===== src/hw/host_port_pkg.sv =====
// Shared constants for the host bus port: widths, field positions and reset values.
// Assumes a single 200 MHz clock domain and a synchronous active-low reset.
`default_nettype none

package host_port_pkg;

    localparam int DWORD_W = 32;
    localparam int HALF_W = 16;
    localparam int ADDR_MSB = 7;
    localparam int WORD_SEL_BIT = 1;
    localparam int HWCFG_BUS32_BIT = 2;
    localparam logic [31:0] SWAP_ALL_ONES = 32'hffffffff;
    localparam logic [31:0] DWORD_RESET = 32'h00000000;
    localparam logic [15:0] HALF_RESET = 16'h0000;
    localparam logic [ADDR_MSB:2] CORE_ADDR_RESET = 6'h00;
    localparam logic [ADDR_MSB:1] HOST_ADDR_RESET = 7'h00;

    typedef enum logic [1:0] {
        RD_IDLE = 2'b00,
        RD_FETCH = 2'b01,
        RD_DRIVE = 2'b11
    } rd_state_t;

endpackage : host_port_pkg

`default_nettype wire


===== src/hw/halfword_order.sv =====
// Splits transmit DWORDs into half-words and assembles received half-words into DWORDs.
// Assumes the network side consumes one half-word per cycle while TX_WORD_VALID is high.
`default_nettype none

module halfword_order (
    input wire logic SYS_CLK,
    input wire logic NRST,
    input wire logic [host_port_pkg::DWORD_W-1:0] TX_DWORD,
    input wire logic TX_VALID,
    output logic TX_READY,
    output logic [host_port_pkg::HALF_W-1:0] TX_WORD,
    output logic TX_WORD_VALID,
    input wire logic [host_port_pkg::HALF_W-1:0] RX_WORD,
    input wire logic RX_WORD_VALID,
    output logic [host_port_pkg::DWORD_W-1:0] RX_DWORD,
    output logic RX_DWORD_VALID
);
    import host_port_pkg::*;

    logic [HALF_W-1:0] tx_high_ff;
    logic tx_second_ff;
    logic rx_second_ff;
    logic [HALF_W-1:0] rx_low_ff;

    // The low-order word always leaves first; the high half waits one cycle.
    always_ff @(posedge SYS_CLK) begin
        if (!NRST) begin
            TX_READY <= 1'b0;
            TX_WORD <= HALF_RESET;
            TX_WORD_VALID <= 1'b0;
            tx_high_ff <= HALF_RESET;
            tx_second_ff <= 1'b0;
        end else if (tx_second_ff) begin
            TX_WORD <= tx_high_ff; // RQ15
            TX_WORD_VALID <= 1'b1;
            tx_second_ff <= 1'b0;
            TX_READY <= 1'b1;
        end else if (TX_VALID && TX_READY) begin
            TX_WORD <= TX_DWORD[HALF_W-1:0]; // RQ15
            tx_high_ff <= TX_DWORD[DWORD_W-1:HALF_W];
            TX_WORD_VALID <= 1'b1;
            tx_second_ff <= 1'b1;
            TX_READY <= 1'b0;
        end else begin
            TX_WORD_VALID <= 1'b0;
            TX_READY <= 1'b1;
        end
    end

    // The first half-word received is the low-order word of the DWORD.
    always_ff @(posedge SYS_CLK) begin
        if (!NRST) begin
            rx_second_ff <= 1'b0;
            rx_low_ff <= HALF_RESET;
            RX_DWORD <= DWORD_RESET;
            RX_DWORD_VALID <= 1'b0;
        end else begin
            RX_DWORD_VALID <= 1'b0;
            if (RX_WORD_VALID) begin
                if (!rx_second_ff) begin
                    rx_low_ff <= RX_WORD; // RQ15
                    rx_second_ff <= 1'b1;
                end else begin
                    RX_DWORD <= {RX_WORD, rx_low_ff}; // RQ15
                    RX_DWORD_VALID <= 1'b1;
                    rx_second_ff <= 1'b0;
                end
            end
        end
    end

endmodule : halfword_order

`default_nettype wire


===== src/hw/host_bus_port.sv =====
// Host parallel bus port: 32-bit native or strapped 16-bit mode with half-word pairing and word swap.
// Assumes asynchronous host pins, an internal register/FIFO port answering within the cycle CORE_RD stands,
// and an internal word swap register value presented on WORD_SWAP_VALUE.
`default_nettype none

// How it works
// RQ1: The bus width strap pin is caught after reset release and its width shows in bit 2 of the hardware config word.
// RQ2: In 16-bit mode the host writes a DWORD as two back-to-back half-word writes.
// RQ3: The host holds the DWORD address bits steady across a write pair.
// RQ4: The two write halves are taken in either order as long as the second targets the other half.
// RQ5: A second write to the half already written is dropped.
// RQ6: In 16-bit mode the host reads a DWORD as two back-to-back half-word reads.
// RQ7: The host holds the DWORD address bits steady across a read pair.
// RQ8: The two read halves are served in either order as long as the second reads the other half.
// RQ9: Reading the same half twice returns invalid data and clears the read pairing so the next read starts anew.
// RQ10: In 16-bit mode the upper data lines are never driven.
// RQ11: Word swap acts only in 16-bit mode, for every register and FIFO access through this port.
// RQ12: In 32-bit mode word swap is ignored and the data lanes map straight through.
// RQ13: Without all-ones swap, word select 0 maps the low data lanes to bytes 1:0 and word select 1 to bytes 3:2.
// RQ14: With all-ones swap, word select 0 maps the low data lanes to bytes 3:2 and word select 1 to bytes 1:0.
// RQ15: Transmit sends the low-order word first and receive fills the low-order word first.
// RQ16: Reset clears both write and read pairing so the next access is a first half.
module host_bus_port (
    input wire logic SYS_CLK,
    input wire logic NRST,
    input wire logic BUS_WIDTH_STRAP_PIN,
    input wire logic HOST_CS_N,
    input wire logic HOST_WR_N,
    input wire logic HOST_RD_N,
    input wire logic [host_port_pkg::ADDR_MSB:1] HOST_ADDR,
    input wire logic [host_port_pkg::DWORD_W-1:0] HOST_D_IN,
    output logic [host_port_pkg::DWORD_W-1:0] HOST_D_OUT,
    output logic HOST_D_LO_OE_N,
    output logic HOST_D_HI_OE_N,
    input wire logic [host_port_pkg::DWORD_W-1:0] WORD_SWAP_VALUE,
    output logic [host_port_pkg::DWORD_W-1:0] HARDWARE_CONFIG_REGISTER,
    output logic BUS_WIDTH_32,
    output logic CORE_WR,
    output logic CORE_RD,
    output logic [host_port_pkg::ADDR_MSB:2] CORE_ADDR,
    output logic [host_port_pkg::DWORD_W-1:0] CORE_WDATA,
    input wire logic [host_port_pkg::DWORD_W-1:0] CORE_RDATA,
    input wire logic [host_port_pkg::DWORD_W-1:0] TX_DWORD,
    input wire logic TX_VALID,
    output logic TX_READY,
    output logic [host_port_pkg::HALF_W-1:0] TX_WORD,
    output logic TX_WORD_VALID,
    input wire logic [host_port_pkg::HALF_W-1:0] RX_WORD,
    input wire logic RX_WORD_VALID,
    output logic [host_port_pkg::DWORD_W-1:0] RX_DWORD,
    output logic RX_DWORD_VALID
);
    import host_port_pkg::*;

    logic strap_s1_ff;
    logic strap_s2_ff;
    logic strap_taken_ff;
    logic [2:0] cs_n_ff;
    logic [2:0] wr_n_ff;
    logic [2:0] rd_n_ff;
    logic [ADDR_MSB:1] addr_s1_ff;
    logic [ADDR_MSB:1] addr_s2_ff;
    logic [DWORD_W-1:0] din_s1_ff;
    logic [DWORD_W-1:0] din_s2_ff;

    logic wr_have_ff;
    logic wr_high_ff;
    logic [HALF_W-1:0] wr_half_ff;
    logic rd_have_ff;
    logic rd_high_ff;
    logic [DWORD_W-1:0] rd_dword_ff;
    rd_state_t rd_state_ff;
    rd_state_t nxt_rd_state;

    logic wr_active;
    logic wr_active_d;
    logic rd_active;
    logic rd_active_d;
    logic wr_start;
    logic rd_start;
    logic rd_end;
    logic swap_on;
    logic phys_high;
    logic rd_need_fetch;

    // The strap and the host pins come from outside this clock; each passes two flops first.
    always_ff @(posedge SYS_CLK) begin
        if (!NRST) begin
            strap_s1_ff <= 1'b0;
            strap_s2_ff <= 1'b0;
            cs_n_ff <= 3'h7;
            wr_n_ff <= 3'h7;
            rd_n_ff <= 3'h7;
            addr_s1_ff <= HOST_ADDR_RESET;
            addr_s2_ff <= HOST_ADDR_RESET;
            din_s1_ff <= DWORD_RESET;
            din_s2_ff <= DWORD_RESET;
        end else begin
            strap_s1_ff <= BUS_WIDTH_STRAP_PIN;
            strap_s2_ff <= strap_s1_ff;
            cs_n_ff <= {cs_n_ff[1:0], HOST_CS_N};
            wr_n_ff <= {wr_n_ff[1:0], HOST_WR_N};
            rd_n_ff <= {rd_n_ff[1:0], HOST_RD_N};
            addr_s1_ff <= HOST_ADDR;
            addr_s2_ff <= addr_s1_ff;
            din_s1_ff <= HOST_D_IN;
            din_s2_ff <= din_s1_ff;
        end
    end

    // The width is caught once, on the third edge after release, when the pin has crossed both flops.
    // An earlier capture would read the reset value still held in the synchroniser.
    logic [1:0] strap_wait_ff;
    always_ff @(posedge SYS_CLK) begin
        if (!NRST) begin
            strap_wait_ff <= 2'h0;
            strap_taken_ff <= 1'b0;
            BUS_WIDTH_32 <= 1'b0;
            HARDWARE_CONFIG_REGISTER <= DWORD_RESET;
        end else begin
            strap_wait_ff <= {strap_wait_ff[0], 1'b1};
            if (strap_wait_ff[1] && !strap_taken_ff) begin
                strap_taken_ff <= 1'b1;
                BUS_WIDTH_32 <= strap_s2_ff; // RQ1
                HARDWARE_CONFIG_REGISTER[HWCFG_BUS32_BIT] <= strap_s2_ff; // RQ1
            end
        end
    end

    assign wr_active = !cs_n_ff[1] && !wr_n_ff[1];
    assign wr_active_d = !cs_n_ff[2] && !wr_n_ff[2];
    assign rd_active = !cs_n_ff[1] && !rd_n_ff[1];
    assign rd_active_d = !cs_n_ff[2] && !rd_n_ff[2];
    assign wr_start = strap_taken_ff && wr_active && !wr_active_d;
    assign rd_start = strap_taken_ff && rd_active && !rd_active_d;
    assign rd_end = !rd_active;

    assign swap_on = !BUS_WIDTH_32 && (WORD_SWAP_VALUE == SWAP_ALL_ONES); // RQ11 RQ12
    assign phys_high = addr_s2_ff[WORD_SEL_BIT] ^ swap_on; // RQ13 RQ14
    assign rd_need_fetch = BUS_WIDTH_32 || !rd_have_ff;

    // Writes: 32-bit mode passes straight through, 16-bit mode pairs two halves into one DWORD.
    always_ff @(posedge SYS_CLK) begin
        if (!NRST) begin
            wr_have_ff <= 1'b0; // RQ16
            wr_high_ff <= 1'b0;
            wr_half_ff <= HALF_RESET;
            CORE_WR <= 1'b0;
            CORE_WDATA <= DWORD_RESET;
        end else begin
            CORE_WR <= 1'b0;
            if (wr_start) begin
                if (BUS_WIDTH_32) begin
                    CORE_WDATA <= din_s2_ff; // RQ12
                    CORE_WR <= 1'b1;
                end else if (!wr_have_ff) begin
                    wr_half_ff <= din_s2_ff[HALF_W-1:0];
                    wr_high_ff <= phys_high; // RQ4
                    wr_have_ff <= 1'b1;
                end else if (phys_high != wr_high_ff) begin
                    CORE_WDATA <= phys_high ? {din_s2_ff[HALF_W-1:0], wr_half_ff}
                                            : {wr_half_ff, din_s2_ff[HALF_W-1:0]}; // RQ4 RQ13 RQ14
                    CORE_WR <= 1'b1;
                    wr_have_ff <= 1'b0;
                end
                // A repeat to the half already held is dropped and the pair stays open. RQ5
            end
        end
    end

    // The address is taken at each 32-bit access, first write half and fetching read; a second half reuses the held DWORD address.
    always_ff @(posedge SYS_CLK) begin
        if (!NRST) begin
            CORE_ADDR <= CORE_ADDR_RESET;
        end else if ((wr_start && (BUS_WIDTH_32 || !wr_have_ff)) || (rd_start && rd_need_fetch)) begin
            CORE_ADDR <= addr_s2_ff[ADDR_MSB:2];
        end
    end

    always_comb begin
        nxt_rd_state = rd_state_ff;
        case (rd_state_ff)
            RD_IDLE: begin
                if (rd_start) begin
                    nxt_rd_state = rd_need_fetch ? RD_FETCH : RD_DRIVE;
                end
            end
            RD_FETCH: begin
                nxt_rd_state = RD_DRIVE;
            end
            RD_DRIVE: begin
                if (rd_end) begin
                    nxt_rd_state = RD_IDLE;
                end
            end
            default: begin
                nxt_rd_state = RD_IDLE;
            end
        endcase
    end

    always_ff @(posedge SYS_CLK) begin
        if (!NRST) begin
            rd_state_ff <= RD_IDLE;
        end else begin
            rd_state_ff <= nxt_rd_state;
        end
    end

    // Reads: the first half fetches the DWORD, the second half is served from the held copy.
    always_ff @(posedge SYS_CLK) begin
        if (!NRST) begin
            rd_have_ff <= 1'b0; // RQ16
            rd_high_ff <= 1'b0;
            rd_dword_ff <= DWORD_RESET;
            CORE_RD <= 1'b0;
        end else begin
            CORE_RD <= 1'b0;
            if (rd_state_ff == RD_IDLE && rd_start) begin
                if (rd_need_fetch) begin
                    CORE_RD <= 1'b1;
                    rd_high_ff <= phys_high;
                    rd_have_ff <= !BUS_WIDTH_32;
                end else begin
                    // Either the other half completes the pair, or a repeat voids it. RQ8 RQ9
                    rd_have_ff <= 1'b0;
                end
            end
            if (rd_state_ff == RD_FETCH) begin
                rd_dword_ff <= CORE_RDATA;
            end
        end
    end

    // Data lanes: upper lanes are driven only in 32-bit mode; the low lanes carry the mapped half.
    always_ff @(posedge SYS_CLK) begin
        if (!NRST) begin
            HOST_D_OUT <= DWORD_RESET;
            HOST_D_LO_OE_N <= 1'b1;
            HOST_D_HI_OE_N <= 1'b1;
        end else begin
            if (rd_state_ff == RD_FETCH) begin
                if (BUS_WIDTH_32) begin
                    HOST_D_OUT <= CORE_RDATA; // RQ12
                end else begin
                    HOST_D_OUT <= {HALF_RESET, phys_high ? CORE_RDATA[DWORD_W-1:HALF_W]
                                                         : CORE_RDATA[HALF_W-1:0]}; // RQ13 RQ14
                end
            end else if (rd_state_ff == RD_IDLE && rd_start && !rd_need_fetch) begin
                // A repeat of the held half returns the same half again; the host must treat it as void.
                HOST_D_OUT <= {HALF_RESET, phys_high ? rd_dword_ff[DWORD_W-1:HALF_W]
                                                     : rd_dword_ff[HALF_W-1:0]}; // RQ8 RQ9
            end
            HOST_D_LO_OE_N <= !(nxt_rd_state == RD_DRIVE);
            HOST_D_HI_OE_N <= !(nxt_rd_state == RD_DRIVE && BUS_WIDTH_32); // RQ10
        end
    end

    halfword_order u_order (
        .SYS_CLK(SYS_CLK),
        .NRST(NRST),
        .TX_DWORD(TX_DWORD),
        .TX_VALID(TX_VALID),
        .TX_READY(TX_READY),
        .TX_WORD(TX_WORD),
        .TX_WORD_VALID(TX_WORD_VALID),
        .RX_WORD(RX_WORD),
        .RX_WORD_VALID(RX_WORD_VALID),
        .RX_DWORD(RX_DWORD),
        .RX_DWORD_VALID(RX_DWORD_VALID)
    );

endmodule : host_bus_port

`default_nettype wire


===== config.mk =====
export PLATFORM = sky130hd
export DESIGN_NAME = host_bus_port
export DESIGN_NICKNAME = d
export VERILOG_FILES = /design/src/hw/host_port_pkg.sv /design/src/hw/halfword_order.sv /design/src/hw/host_bus_port.sv
export SDC_FILE = /design/constraint.sdc
export NUM_CORES = 1
export LEC_CHECK = 0
export BUFFER_PORTS_ARGS = -buffer_cell sky130_fd_sc_hd__buf_2
export CORE_ASPECT_RATIO = 1.5
export CORE_MARGIN = 5
export CORE_UTILIZATION = 40
export CTS_BUF_LIST = sky130_fd_sc_hd__clkbuf_8
export DETAILED_ROUTE_END_ITERATION = 10
export PLACE_DENSITY_LB_ADDON = 0.2
export SETUP_SLACK_MARGIN = 0.2
export SYNTH_ARGS = -nofsm -noshare
export SYNTH_HDL_FRONTEND = slang
export SYNTH_SLANG_ARGS = --single-unit

===== constraint.sdc =====
create_clock -name SYS_CLK -period 3.3 [get_ports SYS_CLK]
set_clock_uncertainty 0.2 [all_clocks]
set_input_delay 0.165 -clock SYS_CLK [delete_from_list [all_inputs] [get_ports SYS_CLK]]
set_output_delay 0.165 -clock SYS_CLK [all_outputs]
set_load 0.01 [all_outputs]

Word level (Yosys, flattened, before mapping)
Cells that the tools add are included.
{ "word_totals": {"reg_bits": 305, "elab_cells": 124, "inputBits": 159, "out_inout_bits": 158} }
{ "classes": {"n_bitwise": 6, "muxes": 29, "reduce_logical": 49, "eq_ne": 5} }
{ "op_table": {"columns": ["operator", "n"], "rows": [
  ["$mux 32", 7],
  ["$mux 16", 4],
  ["$eq 32x32->1 const B", 1],
  ["$logic_and 1x1->1", 16],
  ["$logic_not 1->1", 15],
  ["$mux 1", 14],
  ["$reduce_and 2->1", 7],
  ["$reduce_bool 2->1", 4],
  ["$mux 2", 3],
  ["$pmux 2 s3", 1],
  ["$reduce_and 3->1", 2],
  ["$not 1->1", 5],
  ["$eq 2x2->1 const B", 2],
  ["$logic_or 1x1->1", 3],
  ["$eq 2x1->1 const B", 1],
  ["$logic_not 2->1", 1],
  ["$reduce_or 2->1", 1],
  ["$ne 1x1->1", 1],
  ["$xor 1x1->1", 1]
]} }

Logic depth before layout (Yosys ltp)
{ "logic_depth": {"ltp_word": 9, "mapped_depth": 9, "mapped_depth_nobuf": 6} }

Cells and area by module
A second synthesis with hierarchy kept.
{ "hier_totals": {"hier_cells": 1244, "hier_area_um2": 11702.5} }
{ "modules_own_cells": {"columns": ["module", "seq_area_each_um2", "area_each_um2", "cells_per_inst", "instances"], "rows": [
  ["host_bus_port", 4404.2, 8744.6, 945, 1],
  ["halfword_order", 1701.6, 2957.8, 299, 1]
]} }

Least setup slack after synthesis
Ideal clock, no wire load.
{ "synth_timing": {"path_kind": "register to register", "startpoint": "register, netlist name HARDWARE_CONFIG_REGISTER[2]", "endpoint": "register CORE_WDATA[18] in the netlist's numbering", "setup_ps": 72, "required_ps": 3028, "period_less_slack_ps": 2857, "path_slack_ps": 443, "n_path_buf": 2, "stages_incl_launch_ff": 9, "arrival_ps": 2586, "cell_sequence": "dfxtp_1 nand4b_1 or4_4 or4_4 a211oi_4 or2_1 buf_4 buf_6 mux2i_1"} }
{ "synth_lines": {"columns": ["item", "line", "text"], "rows": [
  ["end signal, assigned", "host_bus_port.sv:154", "CORE_WDATA <= din_s2_ff;"],
  ["end signal, assigned", "host_bus_port.sv:161", "CORE_WDATA <= phys_high ? {din_s2_ff[HALF_W-1:0], wr_half_ff}"],
  ["end, declared", "host_bus_port.sv:41", "output logic [host_port_pkg::DWORD_W-1:0] CORE_WDATA,"]
]} }

==> metrics.csv <==
stage,metric,value,unit
outcome,status,finished clean,
worst_setup_path,CP peak stage delay,0.60,ns
worst_hold_path,Worst Hold Launch,WORD_SWAP_VALUE[2],
synth,post-synthesis cell count,1231,
worst_setup_path,Critical Path RT,3.55,ns
clock_tree,post-CTS sizing,0,
place,Final GP Congestion,0.794,
sta,Setup TNS Final,0,ns
finish,area grow syn2layout,34.5,%
worst_setup_path,crit end category,register,
worst_setup_path,CP max FO,15,
sta,Hold Fails Final Rpt,0,
floorplanning,Initial Utilization,0.407,
finish,multi-input logic area,0.00480,mm^2
synth,synthesized flop and latch total,305,
worst_setup_path,CP bufs+invs,1,
sta,worst slew pin tran,1.16,ns
floorplanning,DIE AREA,0.0321,mm^2
worst_setup_path,reg-to-reg setup timing slack,0.46,ns
sta,setup repair after global routing missed its margin,no,
route,drc violations,0,
worst_setup_path,Reg-to-Reg Start,HARDWARE_CONFIG_REGISTER[2]$_SDFFE_PN0P_,
floorplanning,DIE HEIGHT,217,um
route,Post-DRT Antenna Nets,0,
finish,nets@finish,1795,
sta,Worst slew margin,0.225,
worst_hold_path,worst hold path type,primary input to register,
global_routing,number of antenna violations at the first check in global routing,2,
worst_setup_path,Critical-path top delay cell,or4_4,
synth,async set or reset register ratio after synthesis,0,
sta,Tmin final,2.84,ns
power_and_ir_drop,"Power, Total",7.50,mW
sta,final setup violation count,0,
clock_tree,latest clock arrival within the worst-skew pair,0.56,ns
worst_setup_path,Crit Path Class,register to register,
finish,share of cells above drive strength 1,0.234,
global_routing,largest net degree at the start of global routing,120,
global_routing,gr usage total,0.198,
synth,"Distinct cells, synth",43,
clock_tree,H-tree depth,2,
synth,syn_area_per_cell,9.28,um^2
global_routing,first-pass GRT wire length,52.0,mm
clock_tree,Clock Pin Slew Worst Setup and Hold Paths,0.07,ns
synth,Synth top cells by count,"305 x dfxtp_1, 181 x nand2_1, 119 x a21oi_1, 105 x nor2_1, 86 x mux2i_1",
place,Port Buffers,285,
synth,Ys Warns,0,
worst_setup_path,"Cell Chain, Critical Path",nand4b_1 -> or4_4 -> o31ai_1 -> buf_4 -> a21o_1 -> o221ai_1 -> a221oi_1,
synth,Post-synth top flop,dfxtp_1,
route,Initial DRT Pass Iterations,7,
power_and_ir_drop,LEAKAGE,6.55,nW
global_routing,gr ovfl total,0,
floorplanning,Std-Cell Rows,75,
route,via density per instance,4.98,
clock_tree,clock root cell,clkbuf_8,
worst_setup_path,cell family with the largest share of critical-path delay,compound AO/OA/AOI/OAI gates,
worst_setup_path,FF-to-FF End,HOST_D_OUT[12]$_SDFFE_PN0P_,
synth,"EDFF count, synth",0,
sta,period utilisation layout,0.861,
finish,Fill cells,2522,
clock_tree,CTS tree,built,
floorplanning,chip width,148,um
run,MaxCap Viol Count,0,
worst_hold_path,Hold Path End,wr_have_ff$_SDFFE_PN0P_,
worst_setup_path,CP startpoint kind,register,
synth,post-synth top area share,0.534,
route,Via Count,10021,
route,final WL,33.1,mm
clock_tree,CTS Buf Count,47,
synth,synth top area cells,"dfxtp_1 53%, mux2i_1 7.5%, nand2_1 5.9%",
worst_hold_path,hold path depth,6,
worst_setup_path,critical path data arrival time,3.09,ns
sta,fin. max-slew vios,0,
worst_setup_path,worst r2r path cells,7,
global_routing,vias in the first global route,10109,
power_and_ir_drop,VDD IR-drop max,0.255,mV
synth,"Cell Area, Synth",0.0114,mm^2
floorplanning,I/O pins,317,
route,WL per Instance,16.5,um
synth,"area leader, netlist",dfxtp_1,
power_and_ir_drop,Pwr Density,488,mW/mm^2
place,DP Wirelength,21.5,mm
synth,cell with the most instances after synthesis,dfxtp_1,
clock_tree,Sink Count,305,
route,1st-iter DRT viols,404,
floorplanning,core footprint,0.0281,mm^2
clock_tree,deepest clock path buffer count,3,
finish,Seq. cell area,0.00611,mm^2
sta,Max Freq,352,MHz
synth,post-synthesis sequential area ratio,0.534,
sequential cells by signal, indices dropped and copies added, names as in the netlist, 2 cells and up:
register / count
wr_n_ff: 3
addr_s2_ff: 7
u_order.tx_high_ff: 16
HOST_D_OUT: 32
strap_wait_ff: 2
wr_half_ff: 16
CORE_ADDR: 6
rd_dword_ff: 32
u_order.RX_DWORD: 32
din_s2_ff: 32
u_order.TX_WORD: 16
rd_n_ff: 3
din_s1_ff: 32
u_order.rx_low_ff: 16
addr_s1_ff: 7
cs_n_ff: 3
rd_state_ff: 2
CORE_WDATA: 32
area by class of cell:
| class | instances | share of cell area |
|---|---|---|
| Antenna cell | 2 | 0.000326 |
| Clock buffer | 56 | 0.0502 |
| Timing Repair Buffer | 455 | 0.201 |
| Tap cell | 346 | 0.0282 |
| Clock inverter | 22 | 0.00928 |
| Multi-Input combinational cell | 820 | 0.312 |
| Inverter | 7 | 0.00187 |
| Sequential cell | 305 | 0.397 |
cells in the final DEF, fill, tap and decap left out, types with 3 or more instances in the layout:
cell	count
dfxtp_1	305
buf_2	284
nand2_1	181
dlygate4sd3_1	142
a21oi_1	117
nor2_1	105
mux2i_1	86
and2_1	84
clkbuf_8	56
a22o_1	32
conb_1	31
o221ai_1	30
buf_4	27
inv_1	21
nand3_1	20
o31ai_1	18
o21a_1	16
a22oi_1	16
nor3_1	16
a221oi_1	15
nand2b_1	11
nand4_1	6
o21ai_0	4
or4_1	3
or2_2	3
clkinv_2	3
where the power goes:
group / leakage, nW / switching [mW] / internal [mW]
Combinational: 3.54 / 0.293 / 0.292
Clock: 0.528 / 1.41 / 1.68
Sequential: 2.48 / 0.0473 / 3.78
layer usage:
metal	routed length (um)	part of all wire	up-vias	track usage
li1	-	-	4969	-
met1	13300	0.40	4647	0.224
met2	17000	0.51	321	0.358
met3	1560	0.047	84	0.0347
met4	1280	0.039	0	0.0921
met5	0	0	-	0
cells by family after synthesis:
group,count (synthesis),synth area share
AO/OA/AOI/OAI,259,0.153
XOR/XNOR,1,0.000767
buffers and inverters,136,0.0586
flip-flops,305,0.534
multiplexers,87,0.0763
other,1,0.000328
AND/OR/NAND/NOR,442,0.177
worst max-delay path by stage:
stage                                                  start                          end  slack [ns]  depth (start not counted)
global route        HARDWARE_CONFIG_REGISTER[2]$_SDFFE_PN0P_   HOST_D_OUT[3]$_SDFFE_PN0P_        0.26                          7
floorplan           HARDWARE_CONFIG_REGISTER[2]$_SDFFE_PN0P_  CORE_WDATA[18]$_SDFFE_PN0P_        0.44                          8
CTS                 HARDWARE_CONFIG_REGISTER[2]$_SDFFE_PN0P_   HOST_D_OUT[4]$_SDFFE_PN0P_        0.50                          7
finish              HARDWARE_CONFIG_REGISTER[2]$_SDFFE_PN0P_  HOST_D_OUT[12]$_SDFFE_PN0P_        0.46                          7
detailed placement                        WORD_SWAP_VALUE[7]  CORE_WDATA[14]$_SDFFE_PN0P_        0.49                          8
global placement                          WORD_SWAP_VALUE[7]   CORE_WDATA[0]$_SDFFE_PN0P_        0.53                          8
timing repair:
item | CTS | global route
hold endpoints to repair | 192 | 0
buffers inserted | 0 | 0
hold buffers | 142 | 0
worst min-delay path, cell delays in order:
cell and delay, ns:
buf_2 0.09, nand4_1 0.06, or4_4 0.16, o31ai_1 0.13, nand2_1 0.08, a31oi_1 0.07
through the flow:
step           hold slack (ns)  instance area [um^2]  cells   util  setup WS, ns
2_1_floorplan         -0.00728                 11500   1261      -         0.443
3_3_place_gp             0.154                 13000   1791  0.464         0.527
3_5_place_dp             0.155                 13000   1791  0.464         0.488
4_1_cts                 0.0180                 15400   2011  0.548         0.503
5_1_grt                 0.0995                 15400   2013  0.548         0.261
6_report                0.0576                 15400   2013  0.548         0.458
No activity file was read; power rests on OpenSTA's default activity.
